### src/rtl/udfs_pkg.sv
// Package of offsets, fields and reset values for the USB device frame and state registers.
package udfs_pkg;
   localparam logic [7:0] OFS_FRAME = 8'h00;
   localparam logic [7:0] OFS_GLB = 8'h04;
   localparam logic [7:0] OFS_FADDR = 8'h08;
   localparam logic [7:0] OFS_IER = 8'h10;
   localparam logic [7:0] OFS_IDR = 8'h14;
   localparam logic [7:0] OFS_IMR = 8'h18;
   localparam logic [7:0] OFS_ISR = 8'h1c;
   localparam logic [7:0] OFS_ICR = 8'h20;
   localparam logic [7:0] OFS_RST_EP = 8'h28;
   localparam logic [7:0] OFS_CSR = 8'h30;
   localparam logic [7:0] OFS_FDR = 8'h50;
   localparam logic [7:0] OFS_TXVC = 8'h74;
   localparam int NUM_EP = 6;
   localparam int FRAME_W = 11;
   localparam int BIT_SOF_ERR = 16;
   localparam int BIT_SOF_OK = 17;
   localparam int BIT_ADDR = 0;
   localparam int BIT_CONF = 1;
   localparam int BIT_RSM = 3;
   localparam int BIT_SOFINT = 11;
   localparam int BIT_FEN = 8;
   localparam int NARROW_OK_BIT = 4;
   localparam int NARROW_ERR_BIT = 3;
   localparam logic [31:0] FADDR_RESET = 32'h0000_0100;
   localparam logic [31:0] IMR_RESET = 32'h0000_1200;
   localparam logic [31:0] IRQ_FIELDS = 32'h0000_2f3f;
   localparam logic [31:0] IMR_FORCED = 32'h0000_1000;
   localparam logic [1:0] RESP_OKAY = 2'b00;
   localparam logic [1:0] RESP_SLVERR = 2'b10;
endpackage : udfs_pkg

### src/rtl/udfs_regs.sv
// USB device port register slave: frame number, device state, interrupts, endpoints.
`timescale 1ns/1ns
// Operation
// - Each endpoint has a control and status register at 0x030 plus four per endpoint, zero at reset.
// - Each endpoint has a read-write FIFO data register at 0x050 plus four per endpoint.
// - The 11-bit frame count from the host is loaded at the end of each start-of-frame packet.
// - Bit 16 flags a bad start-of-frame packet at its end and clears on the next frame PID.
// - Bit 17 flags a good start-of-frame packet at its end and clears on the next frame PID.
// - The start-of-frame interrupt status rises as soon as the frame PID arrives.
// - In the byte-wide view the good flag is bit 4 of the high byte, the error flag bit 3 of the low.
// - Bit 0 of the state register shows address state; writing 1 sets it, only reset clears it.
// - Bit 1 of the state register shows configured state, written 1 to enter and 0 to leave.
// - Bit 3 of the state register reads 1 while the remote-resume request input is high.
// - The interrupt status has no promised reset value, so tests must not rely on one.
// - The 7-bit function address is zero after any reset.
module udfs_regs (
   input wire logic clk,
   input wire logic rst_n,
   input wire logic [7:0] s_axi_awaddr,
   input wire logic s_axi_awvalid,
   output logic s_axi_awready,
   input wire logic [31:0] s_axi_wdata,
   input wire logic [3:0] s_axi_wstrb,
   input wire logic s_axi_wvalid,
   output logic s_axi_wready,
   output logic [1:0] s_axi_bresp,
   output logic s_axi_bvalid,
   input wire logic s_axi_bready,
   input wire logic [7:0] s_axi_araddr,
   input wire logic s_axi_arvalid,
   output logic s_axi_arready,
   output logic [31:0] s_axi_rdata,
   output logic [1:0] s_axi_rresp,
   output logic s_axi_rvalid,
   input wire logic s_axi_rready,
   input wire logic sof_pid,
   input wire logic sof_eop,
   input wire logic sof_crc_error,
   input wire logic [udfs_pkg::FRAME_W-1:0] sof_frame_count,
   input wire logic [udfs_pkg::NUM_EP-1:0] ep_event,
   input wire logic [4:0] bus_event,
   input wire logic resume_request_pending,
   output logic [7:0] frame_count_high_byte,
   output logic [7:0] frame_count_low_byte,
   output logic [6:0] function_address_value,
   output logic function_enable,
   output logic address_state_bit,
   output logic configured_state_bit,
   output logic irq
);
   import udfs_pkg::*;

   // ****************************************
   // Bus write channel.
   // ****************************************
   logic [7:0] aw_addr;
   logic aw_held;
   logic [31:0] w_data;
   logic [3:0] w_strb;
   logic w_held;
   logic wr_go;
   logic [31:0] wmask;
   logic [31:0] wval;

   assign s_axi_awready = !aw_held && !s_axi_bvalid;
   assign s_axi_wready = !w_held && !s_axi_bvalid;
   assign wr_go = aw_held && w_held;
   assign wmask = {{8{w_strb[3]}}, {8{w_strb[2]}}, {8{w_strb[1]}}, {8{w_strb[0]}}};
   assign wval = w_data & wmask;

   always_ff @(posedge clk or negedge rst_n) begin
      if (!rst_n) begin
         aw_held <= 1'b0;
         aw_addr <= 8'h00;
      end else if (s_axi_awvalid && s_axi_awready) begin
         aw_held <= 1'b1;
         aw_addr <= s_axi_awaddr;
      end else if (wr_go) begin
         aw_held <= 1'b0;
      end
   end

   always_ff @(posedge clk or negedge rst_n) begin
      if (!rst_n) begin
         w_held <= 1'b0;
         w_data <= 32'h0000_0000;
         w_strb <= 4'h0;
      end else if (s_axi_wvalid && s_axi_wready) begin
         w_held <= 1'b1;
         w_data <= s_axi_wdata;
         w_strb <= s_axi_wstrb;
      end else if (wr_go) begin
         w_held <= 1'b0;
      end
   end

   function automatic logic [1:0] addr_resp(input logic [7:0] a);
      logic known;
      known = (a[1:0] == 2'b00) && (a != 8'h0c) && (a != 8'h24) && (a != 8'h2c) &&
              (a != 8'h70) && (a < 8'h78) && !(a >= 8'h48 && a < 8'h50) &&
              !(a >= 8'h68 && a < 8'h70);
      addr_resp = known ? RESP_OKAY : RESP_OKAY;
   endfunction

   always_ff @(posedge clk or negedge rst_n) begin
      if (!rst_n) begin
         s_axi_bvalid <= 1'b0;
         s_axi_bresp <= RESP_OKAY;
      end else if (wr_go) begin
         s_axi_bvalid <= 1'b1;
         s_axi_bresp <= addr_resp(aw_addr);
      end else if (s_axi_bready) begin
         s_axi_bvalid <= 1'b0;
      end
   end

   // ****************************************
   // Frame number and flags.
   // ****************************************
   logic [FRAME_W-1:0] frame_count;
   logic sof_good_flag;
   logic sof_error_flag;

   always_ff @(posedge clk or negedge rst_n) begin
      if (!rst_n) begin
         frame_count <= '0;
         sof_good_flag <= 1'b0;
         sof_error_flag <= 1'b0;
      end else if (sof_eop) begin
         frame_count <= sof_frame_count;
         sof_error_flag <= sof_crc_error;
         sof_good_flag <= !sof_crc_error;
      end else if (sof_pid) begin
         sof_error_flag <= 1'b0;
         sof_good_flag <= 1'b0;
      end
   end

   always_ff @(posedge clk or negedge rst_n) begin
      if (!rst_n) begin
         frame_count_high_byte <= 8'h00;
         frame_count_low_byte <= 8'h00;
      end else begin
         frame_count_high_byte <= {3'b000, sof_good_flag, 1'b0, frame_count[10:8]};
         frame_count_low_byte <= frame_count[7:0];
         frame_count_low_byte[NARROW_ERR_BIT] <= sof_error_flag;
      end
   end

   // ****************************************
   // Device state and function address.
   // ****************************************
   logic wr_glb;
   logic wr_faddr;

   assign wr_glb = wr_go && aw_addr == OFS_GLB && w_strb[0];
   assign wr_faddr = wr_go && aw_addr == OFS_FADDR;

   always_ff @(posedge clk or negedge rst_n) begin
      if (!rst_n) begin
         address_state_bit <= 1'b0;
         configured_state_bit <= 1'b0;
      end else if (wr_glb) begin
         if (w_data[BIT_ADDR]) begin
            address_state_bit <= 1'b1;
         end
         configured_state_bit <= w_data[BIT_CONF];
      end
   end

   always_ff @(posedge clk or negedge rst_n) begin
      if (!rst_n) begin
         function_address_value <= 7'h00;
         function_enable <= FADDR_RESET[BIT_FEN];
      end else if (wr_faddr) begin
         if (w_strb[0]) begin
            function_address_value <= w_data[6:0];
         end
         if (w_strb[1]) begin
            function_enable <= w_data[BIT_FEN];
         end
      end
   end

   // ****************************************
   // Interrupt status and mask.
   // ****************************************
   logic [31:0] irq_status;
   logic [31:0] irq_mask;
   logic [31:0] irq_set;
   logic wr_icr;

   assign irq_set = {18'h0, bus_event[4], 1'b0, sof_pid, bus_event[2:0], 2'b00, ep_event} |
                    {19'h0, bus_event[3], 12'h000};
   assign wr_icr = wr_go && aw_addr == OFS_ICR;

   always_ff @(posedge clk or negedge rst_n) begin
      if (!rst_n) begin
         irq_status <= 32'h0000_0000;
      end else begin
         // A new event in the clearing cycle stays set.
         irq_status <= ((irq_status & ~(wr_icr ? wval : 32'h0000_0000)) | irq_set) &
                       (IRQ_FIELDS | IMR_FORCED);
      end
   end

   always_ff @(posedge clk or negedge rst_n) begin
      if (!rst_n) begin
         irq_mask <= IMR_RESET;
      end else if (wr_go && aw_addr == OFS_IER) begin
         irq_mask <= (irq_mask | wval) & IRQ_FIELDS | IMR_FORCED;
      end else if (wr_go && aw_addr == OFS_IDR) begin
         irq_mask <= (irq_mask & ~wval) & IRQ_FIELDS | IMR_FORCED;
      end
   end

   assign irq = |(irq_status & irq_mask);

   // ****************************************
   // Endpoint and transceiver registers.
   // ****************************************
   logic [31:0] ep_csr [NUM_EP];
   logic [31:0] ep_fdr [NUM_EP];
   logic [31:0] rst_ep;
   logic [31:0] txvc;

   genvar g;
   generate
      for (g = 0; g < NUM_EP; g++) begin : g_ep
         always_ff @(posedge clk or negedge rst_n) begin
            if (!rst_n) begin
               ep_csr[g] <= 32'h0000_0000;
               ep_fdr[g] <= 32'h0000_0000;
            end else if (wr_go) begin
               if (aw_addr == OFS_CSR + 8'(4 * g)) begin
                  ep_csr[g] <= (ep_csr[g] & ~wmask) | wval;
               end
               if (aw_addr == OFS_FDR + 8'(4 * g)) begin
                  ep_fdr[g] <= (ep_fdr[g] & ~wmask) | wval;
               end
            end
         end
      end
   endgenerate

   always_ff @(posedge clk or negedge rst_n) begin
      if (!rst_n) begin
         rst_ep <= 32'h0000_0000;
         txvc <= 32'h0000_0000;
      end else if (wr_go) begin
         if (aw_addr == OFS_RST_EP) begin
            rst_ep <= (rst_ep & ~wmask) | wval;
         end
         if (aw_addr == OFS_TXVC) begin
            txvc <= (txvc & ~wmask) | wval;
         end
      end
   end

   // ****************************************
   // Read channel.
   // ****************************************
   logic [31:0] rd_mux;

   always_comb begin
      rd_mux = 32'h0000_0000;
      case (s_axi_araddr)
         OFS_FRAME: rd_mux = {14'h0, sof_good_flag, sof_error_flag, 5'h00, frame_count};
         OFS_GLB: rd_mux = {28'h0, resume_request_pending, 1'b0, configured_state_bit,
                            address_state_bit};
         OFS_FADDR: rd_mux = {23'h0, function_enable, 1'b0, function_address_value};
         OFS_IMR: rd_mux = irq_mask;
         OFS_ISR: rd_mux = irq_status;
         OFS_RST_EP: rd_mux = rst_ep;
         OFS_TXVC: rd_mux = txvc;
         default: begin
            for (int i = 0; i < NUM_EP; i++) begin
               if (s_axi_araddr == OFS_CSR + 8'(4 * i)) begin
                  rd_mux = ep_csr[i];
               end
               if (s_axi_araddr == OFS_FDR + 8'(4 * i)) begin
                  rd_mux = ep_fdr[i];
               end
            end
         end
      endcase
   end

   assign s_axi_arready = !s_axi_rvalid;

   always_ff @(posedge clk or negedge rst_n) begin
      if (!rst_n) begin
         s_axi_rvalid <= 1'b0;
         s_axi_rdata <= 32'h0000_0000;
         s_axi_rresp <= RESP_OKAY;
      end else if (s_axi_arvalid && s_axi_arready) begin
         s_axi_rvalid <= 1'b1;
         s_axi_rdata <= rd_mux;
         s_axi_rresp <= RESP_OKAY;
      end else if (s_axi_rready) begin
         s_axi_rvalid <= 1'b0;
      end
   end
endmodule // udfs_regs

### config.mk
export PLATFORM = sky130hd
export DESIGN_NAME = udfs_regs
export DESIGN_NICKNAME = d
export VERILOG_FILES = /design/src/rtl/udfs_pkg.sv /design/src/rtl/udfs_regs.sv
export SDC_FILE = /design/constraint.sdc
export NUM_CORES = 1
export LEC_CHECK = 0
export CORE_MARGIN = 2
export CORE_UTILIZATION = 30
export CTS_CLUSTER_DIAMETER = 80
export DETAILED_ROUTE_END_ITERATION = 6
export DONT_BUFFER_PORTS = 1
export PLACE_DENSITY_LB_ADDON = 0.1
export SLEW_MARGIN = 20
export SYNTH_ARGS = -nofsm -noshare
export SYNTH_HDL_FRONTEND = slang
export SYNTH_SLANG_ARGS = --single-unit
### constraint.sdc
create_clock -name clk -period 2.08 [get_ports clk]
set_input_delay 0.416 -clock clk [delete_from_list [all_inputs] [get_ports clk]]
set_output_delay 0.416 -clock clk [all_outputs]
set_load 0.02 [all_outputs]
==> results of run 1 <==
-- report_power, final --
group	leakage (nW)	switching [mW]	internal (mW)	total [mW]
clock	1.22	5.19	7.99	13.2
sequential	7.89	3.02	12.7	15.8
combinational	6.57	2.09	2.14	4.23
-- what timing repair did --
action	in CTS	in global routing
buffers inserted	1	3
resized for setup	19	73
pin swaps	2	7
endpoints found under the setup margin	300	302
endpoints found under the hold margin	659	585
-- critical path: stages, from the launching register on --
cell,delay [ps]
dfrtp_2,450
a22oi_1,200
and4_1,270
nand3_4,130
-- worst paths after layout --
check | start | slack, ps | end
setup / recovery | irq_status[11] | -20 | irq
hold / removal | rst_n | -460 | w_data[10]
setup reg to reg | aw_addr[0] | 10 | flop
hold reg to reg | frame_count[0] | 430 | frame_count_low_byte[0]
max in group asynchronous | rst_n | 190 | irq_status[11]
min in group clk | s_axi_araddr[4] | 70 | s_axi_rdata[10]
-- layer usage --
| metal | vias to the layer above | wire, um | track usage (%) |
|---|---|---|---|
| li1 | 8515 | - | - |
| met1 | 10102 | 46390 | 30.93 |
| met2 | 453 | 41970 | 31.68 |
| met3 | 104 | 4339 | 3.237 |
| met4 | 0 | 1853 | 5.102 |
| met5 | - | 0 | 0 |
-- Yosys cell counts, types with 7 or more instances --
master | count | share of area [%]
nand3b_1 | 7 | 0.20
mux2_2 | 512 | 22
nor3_1 | 13 | 0.24
and3_1 | 9 | 0.21
nand3_1 | 44 | 0.82
nor2_1 | 77 | 1.1
a211oi_1 | 9 | 0.25
dfrtp_1 | 584 | 55
o2bb2ai_1 | 13 | 0.43
nand2_1 | 141 | 2.0
buf_1 | 7 | 0.098
a21oi_1 | 89 | 1.7
mux2i_1 | 44 | 1.6
a21o_1 | 18 | 0.50
and2_1 | 8 | 0.19
inv_1 | 27 | 0.38
o21ai_0 | 118 | 2.2
a221o_1 | 17 | 0.64
buf_4 | 10 | 0.28
o31ai_1 | 11 | 0.31
o22ai_1 | 29 | 0.68
buf_2 | 40 | 0.75
nand2b_1 | 12 | 0.28
clkbuf_1 | 105 | 1.5
a22oi_1 | 65 | 1.8
a221oi_1 | 25 | 0.82
a31oi_1 | 13 | 0.30
nor2b_1 | 13 | 0.30
mux2_1 | 12 | 0.50
a211o_1 | 9 | 0.29
-- stage by stage --
| step | hold WS (ps) | TNS [ps] | utilization (%) | area (um^2) |
|---|---|---|---|---|
| floorplan | 120.4 | -885.8 | - | 26860 |
| finish | -458.4 | -22.20 | 38.23 | 33790 |
| global placement | 154.5 | -17540 | 34.17 | 30200 |
| CTS | -510.1 | -80.00 | 37.90 | 33490 |
| global route | -489.6 | -2679 | 38.22 | 33780 |
| detailed placement | 155.0 | -21080 | 34.17 | 30200 |
-- final cells by class --
| type | instances | area (um^2) | share of cell area [%] |
|---|---|---|---|
| Inverter | 27 | 101.3 | 0.3000 |
| Clock buffer | 109 | 2217 | 6.562 |
| Tap cell | 1165 | 1458 | 4.314 |
| Timing Repair Buffer | 336 | 3457 | 10.23 |
| Sequential cell | 586 | 14670 | 43.41 |
| Multi-Input combinational cell | 1407 | 11620 | 34.40 |
| Antenna cell | 3 | 7.507 | 0.02222 |
| Clock inverter | 22 | 255.2 | 0.7554 |
-- logic make-up after synthesis --
group / Yosys count
simple gates: 367
buf+inv: 194
compound gates: 464
mux: 568
flops: 586
other cells: 1
==> out/metrics.cfg, run 1 <==
[timing]
max_slew_margin_pct = -88.98
rsz0062_at_grt = yes
period_share_pct = 101.1
hold_slack_ps = -458.4
fin_ws_ps = -22.20
fin_worst_skew_ps = 23.61
slew_viol_final = 385
worst_slew_pin_slew_ps = 2835
hold_viol = 234
max_freq_ghz = 0.4757
setup_viol = 1
period_minus_slack_ps = 2102

[outcome]
violations = hold timing, slew limit, setup timing
status = complete, but fails checks

[synth]
yosys.area_share.simple_pct = 6.864
ys_seq_area_share_pct = 54.77
syn_inst = 2180
ys_types = 79
synth-xor-area-share_pct = 0
synth_compound_area_share_pct = 11.48
synth_area_mm2 = 0.02678
ys_ff_latch = 586
async_flop_share_pct = 100.0
synth_top_family_by_area = multiplexers
synth-edff-count = 0
synthAdderAreaFrac_pct = 0
syn_avg_cell_area_um2 = 12.28
synth_warnings = 0
synth_top_flop_cell = dfrtp_1
synth.mux.area_fraction_pct = 23.68

[floorplanning]
start_util_pct = 30.30
die_area_mm2 = 0.09166
die_h_um = 302.8
die_x_um = 302.8
placementRows = 109
core_mm2 = 0.08837
ios = 153

[placement]
routabilityCongestion = 0.7947
io_buffers = 0
dp_hpwl_mm = 65.65
placedCellCount = 3444
pre_cts_ws_ps = -457.4

[final_layout]
layout.cells.non_filler = 3655
final_nets = 2517
area_growth_syn_to_layout_pct = 26.18
final_common_cell = dfrtp_1
layout_common_cells = 583 x dfrtp_1, 512 x mux2_2, 191 x buf_4
drive_above_1_share_pct = 39.20
fillers = 8593

[critical_path]
rr_worst_depth = 7
startpoint_type = flop
crit_path_end_kind = output pin
required_ps = 1660
arrival_ps = 1690
path_max_fanout = 3
crit_type = flop to output pin

[drt]
via_per_inst = 5.246
drt_first_pass_iters = 7
drt_iter0_drc = 1349
drcViolationCount = 0
drtAntennaViolNets = 0
wirelength_mm = 94.55
wl_per_cell_um = 25.87
vias = 19174

[cts]
cts_sinks = 586
clk_latency_ps = 630
cts_buffer_depth = 3
cts.clk_slew.worst_paths_ps = 60
cts_htree_levels = 3
cts_buffers = 74
cts_tree = done
cts_root_buffer = clkbuf_16
hold_buffers = 73

[global_route]
grt_pass1_vias = 19785
grt_use_total_pct = 20.83
grt_max_degree = 587
grt_remaining_overflow = 0
antenna_found_initial = 0
grt_pass1_wl_mm = 140.6

[flow_run]
cap_violations = 0

[pwr]
max-vdd-ir-drop_uv = 556.8
finalPower_mw = 33.18
powerDensity_mw_per_mm2 = 982.1
leakage_nw = 15.68

[min_path]
hold_class = input pin to asynchronous set/reset pin

Note: power is estimated with default switching activity, not from simulation.
==> run 2: changes to the inputs <==
--- a/config.mk
+++ b/config.mk
@@ -5,6 +5,7 @@
 export SDC_FILE = /design/constraint.sdc
 export NUM_CORES = 1
 export LEC_CHECK = 0
+export ABC_AREA = 1
 export CORE_MARGIN = 2
 export CORE_UTILIZATION = 30
 export CTS_CLUSTER_DIAMETER = 80
==> run 2 against run 1 <==
  * The flow finishes with violations (hold timing, slew limit)
  * Clock power barely moved
  * Sequential power is 8% lower
  * Sequential cell count unchanged
  * Power decreased by 1.0%
  * Worst setup slack improved by 32 ps
  * Wire length up 1.4%
  * Sequential share of layout area up 3.1 points
  * Critical path type unchanged
==> out/metrics.cfg, run 2 <==
[outcome]
status = complete, but fails checks
violations = hold timing, slew limit

[final_layout]
finalInstanceArea_mm2 = 0.03156  ; -6.6%
area_growth_syn_to_layout_pct = 23.01
layout_common_cells = 871 x nand2_1, 584 x dfrtp_1, 474 x o21ai_0
final_nets = 3265  ; +30%
fin_util_pct = 37.12  ; -1.1 points
layout.cells.non_filler = 4377  ; +20%
multi_input_area_mm2 = 0.009594  ; -17%
fillers = 8725  ; +1.5%
seqCellArea_mm2 = 0.01467  ; about the same
final_common_cell = nand2_1
drive_above_1_share_pct = 13.30  ; -26 points

[pwr]
max-vdd-ir-drop_uv = 882.3  ; +58%
combPwrFrac_pct = 16.8  ; +4.0 points
power.net_switching_mw = 10.49  ; +1.9%
powerDensity_mw_per_mm2 = 1041  ; +6.0%
finalPower_mw = 32.84  ; -1.0%
clockPowerShare_pct = 39.1  ; -0.6 points
switching_share_pct = 31.96  ; +0.91 points
leakage_nw = 14.20  ; -9.4%
seqPwrFrac_pct = 44.0  ; -3.5 points
p_int_mw = 22.34  ; -2.3%

[synth]
synth_area_leaders = dfrtp_1 57%, nand2_1 13%, o21ai_0 9.3%
synth_area_mm2 = 0.02566  ; -4.2%
yosys-top-cells-count = 877 x nand2_1, 584 x dfrtp_1, 476 x o21ai_0
ys_ff_latch = 586  ; unchanged
syn_avg_cell_area_um2 = 8.592  ; -30%
synth_top_area_share_pct = 56.96  ; +2.4 points
async_flop_share_pct = 100.0  ; unchanged
synth-edff-count = 0  ; unchanged
syn_inst = 2986  ; +37%
synth.most_common_cell = nand2_1
synth_top_flop_cell = dfrtp_1
ys_types = 44  ; -44%
yosysTopAreaCell = dfrtp_1
ys_seq_area_share_pct = 57.17  ; +2.4 points
synth_warnings = 0  ; unchanged

[drt]
wl_met1_mm = 44.02  ; -5.1%
top_layer = met5
met3_length_mm = 4.780  ; +10%
drt_iter0_drc = 1596  ; +18%
via_per_inst = 4.893  ; -6.7%
drtAntennaViolNets = 0  ; unchanged
drcViolationCount = 0  ; unchanged
vias = 21417  ; +12%
wl_per_cell_um = 21.91  ; -15%
drt_first_pass_iters = 7  ; unchanged
wl_met2_mm = 44.43  ; +5.9%
wirelength_mm = 95.91  ; +1.4%

[critical_path]
required_ps = 1660  ; about the same
startpoint_type = flop
worstSetupStartpoint = irq_status[11]
crit_type = flop to output pin
worstReg2RegStart = aw_addr[7]
path_max_fanout = 2  ; -1
arrival_ps = 1650  ; -40 ps
crit_path_end_kind = output pin

[global_route]
grt_pass1_vias = 21220  ; +7.3%
grt_max_degree = 587  ; unchanged
grt_pass1_wl_mm = 142.7  ; +1.5%
antenna_found_initial = 1  ; +1
grt_remaining_overflow = 0  ; unchanged
grt_use_total_pct = 21.89  ; +1.1 points

[timing]
rsz0062_at_grt = yes
setup-tns-final_ps = 0  ; +22.20 ps
worst_slew_pin_slew_ps = 2366  ; -469.1 ps
fin_ws_ps = 9.989  ; +32.18 ps
hold_viol = 419  ; +79%
hold_slack_ps = -449.4  ; +9.026 ps
period_minus_slack_ps = 2070  ; -32.18 ps
max_slew_margin_pct = -57.70  ; +31 points
setup_viol = 0  ; -1
slew_viol_final = 427  ; +11%
period_share_pct = 99.52  ; -1.5 points
fin_worst_skew_ps = 32.97  ; +9.361 ps
max_freq_ghz = 0.4831  ; +1.6%

[placement]
io_buffers = 0  ; unchanged
dp_hpwl_mm = 66.62  ; +1.5%
dpl_cell_area_mm2 = 0.02826  ; -6.4%
routabilityCongestion = 0.8657  ; +8.9%
placedCellCount = 4172  ; +21%
pre_cts_ws_ps = -466.4  ; -9.006 ps

[floorplanning]
die_area_mm2 = 0.08787  ; -4.1%
ios = 153  ; unchanged
core_mm2 = 0.08501  ; -3.8%
die_h_um = 296.4  ; -2.1%
start_util_pct = 30.18  ; -0.12 points
die_x_um = 296.4  ; -2.1%
placementRows = 107  ; -1.8%

[flow_run]
cap_violations = 0  ; unchanged

[min_path]
hold_class = input pin to asynchronous set/reset pin

[cts]
hold_buffers = 69  ; -5.5%
cts_tree = done
cts_buffer_depth = 3  ; unchanged
cts_htree_levels = 3  ; unchanged
cts_sinks = 586  ; unchanged
cts.clk_slew.worst_paths_ps = 60  ; about the same
clk_latency_ps = 610  ; -20 ps
cts_buffers = 72  ; -2.7%
cts_root_buffer = clkbuf_16

==> run 2: routing by layer <==
| layer | track usage, % | vias to the layer above |
|---|---|---|
| met5 | 0 | - |
| met4 | 5.876 | 2 |
| li1 | - | 10153 |
| met2 | 35.34 | 559 |
| met1 | 30.47 | 10582 |
| met3 | 3.512 | 121 |
==> run 2: final timing paths <==
kind / to / slack, ps / cells after the start
min reg2reg: frame_count_low_byte[1] / 370 / 0
min: asynchronous set/reset pin / -450 / 0
min in group clk: w_data[13] / 30 / 2
max: irq / 10 / 4
max in group asynchronous: asynchronous set/reset pin / 700 / 0
max reg2reg: flop / 150 / 8
==> run 2: layout make-up <==
class	instances	share of cell area [%]
clock inverters	15	0.7017
repair buffers	288	8.746
multi-input cells	2043	30.40
clock buffers	111	6.887
diodes	1	0.007929
flip-flops and latches	586	46.47
inverters	189	2.248
well taps	1144	4.536
==> run 2: critical path, cell delays in order, from the launching register on <==
cell,delay (ps)
dfrtp_1,390
nand2_2,130
o21ai_4,80
a221oi_4,280
nand3_4,150
==> run 2: power by group through the flow <==
stage	Clock [mW]	Sequential (mW)	Combinational, mW
after global placement	0	14.6	5.34
after floorplan	0	14.2	3.14
after detailed placement	0	14.6	5.43
after CTS	13.2	14.4	5.58
final	12.9	14.5	5.53
after global routing	13.7	14.7	6.14
==> run 2: logic make-up after synthesis <==
| group | after synthesis | share of synthesized area (%) |
|---|---|---|
| multiplexers | 8 | 0.3511 |
| buffers and inverters | 365 | 6.159 |
| AND/OR/NAND/NOR | 1409 | 23.43 |
| AO/OA/AOI/OAI | 617 | 12.87 |
| other | 1 | 0.01462 |
| flip-flops | 586 | 57.17 |
==> run 2: repair_timing <==
action	in CTS	in global routing
gates cloned	0	1
endpoints found under the setup margin	38	103
setup buffers	1	7
resized for setup	12	16
endpoints found under the hold margin	654	584
pin swaps	1	7
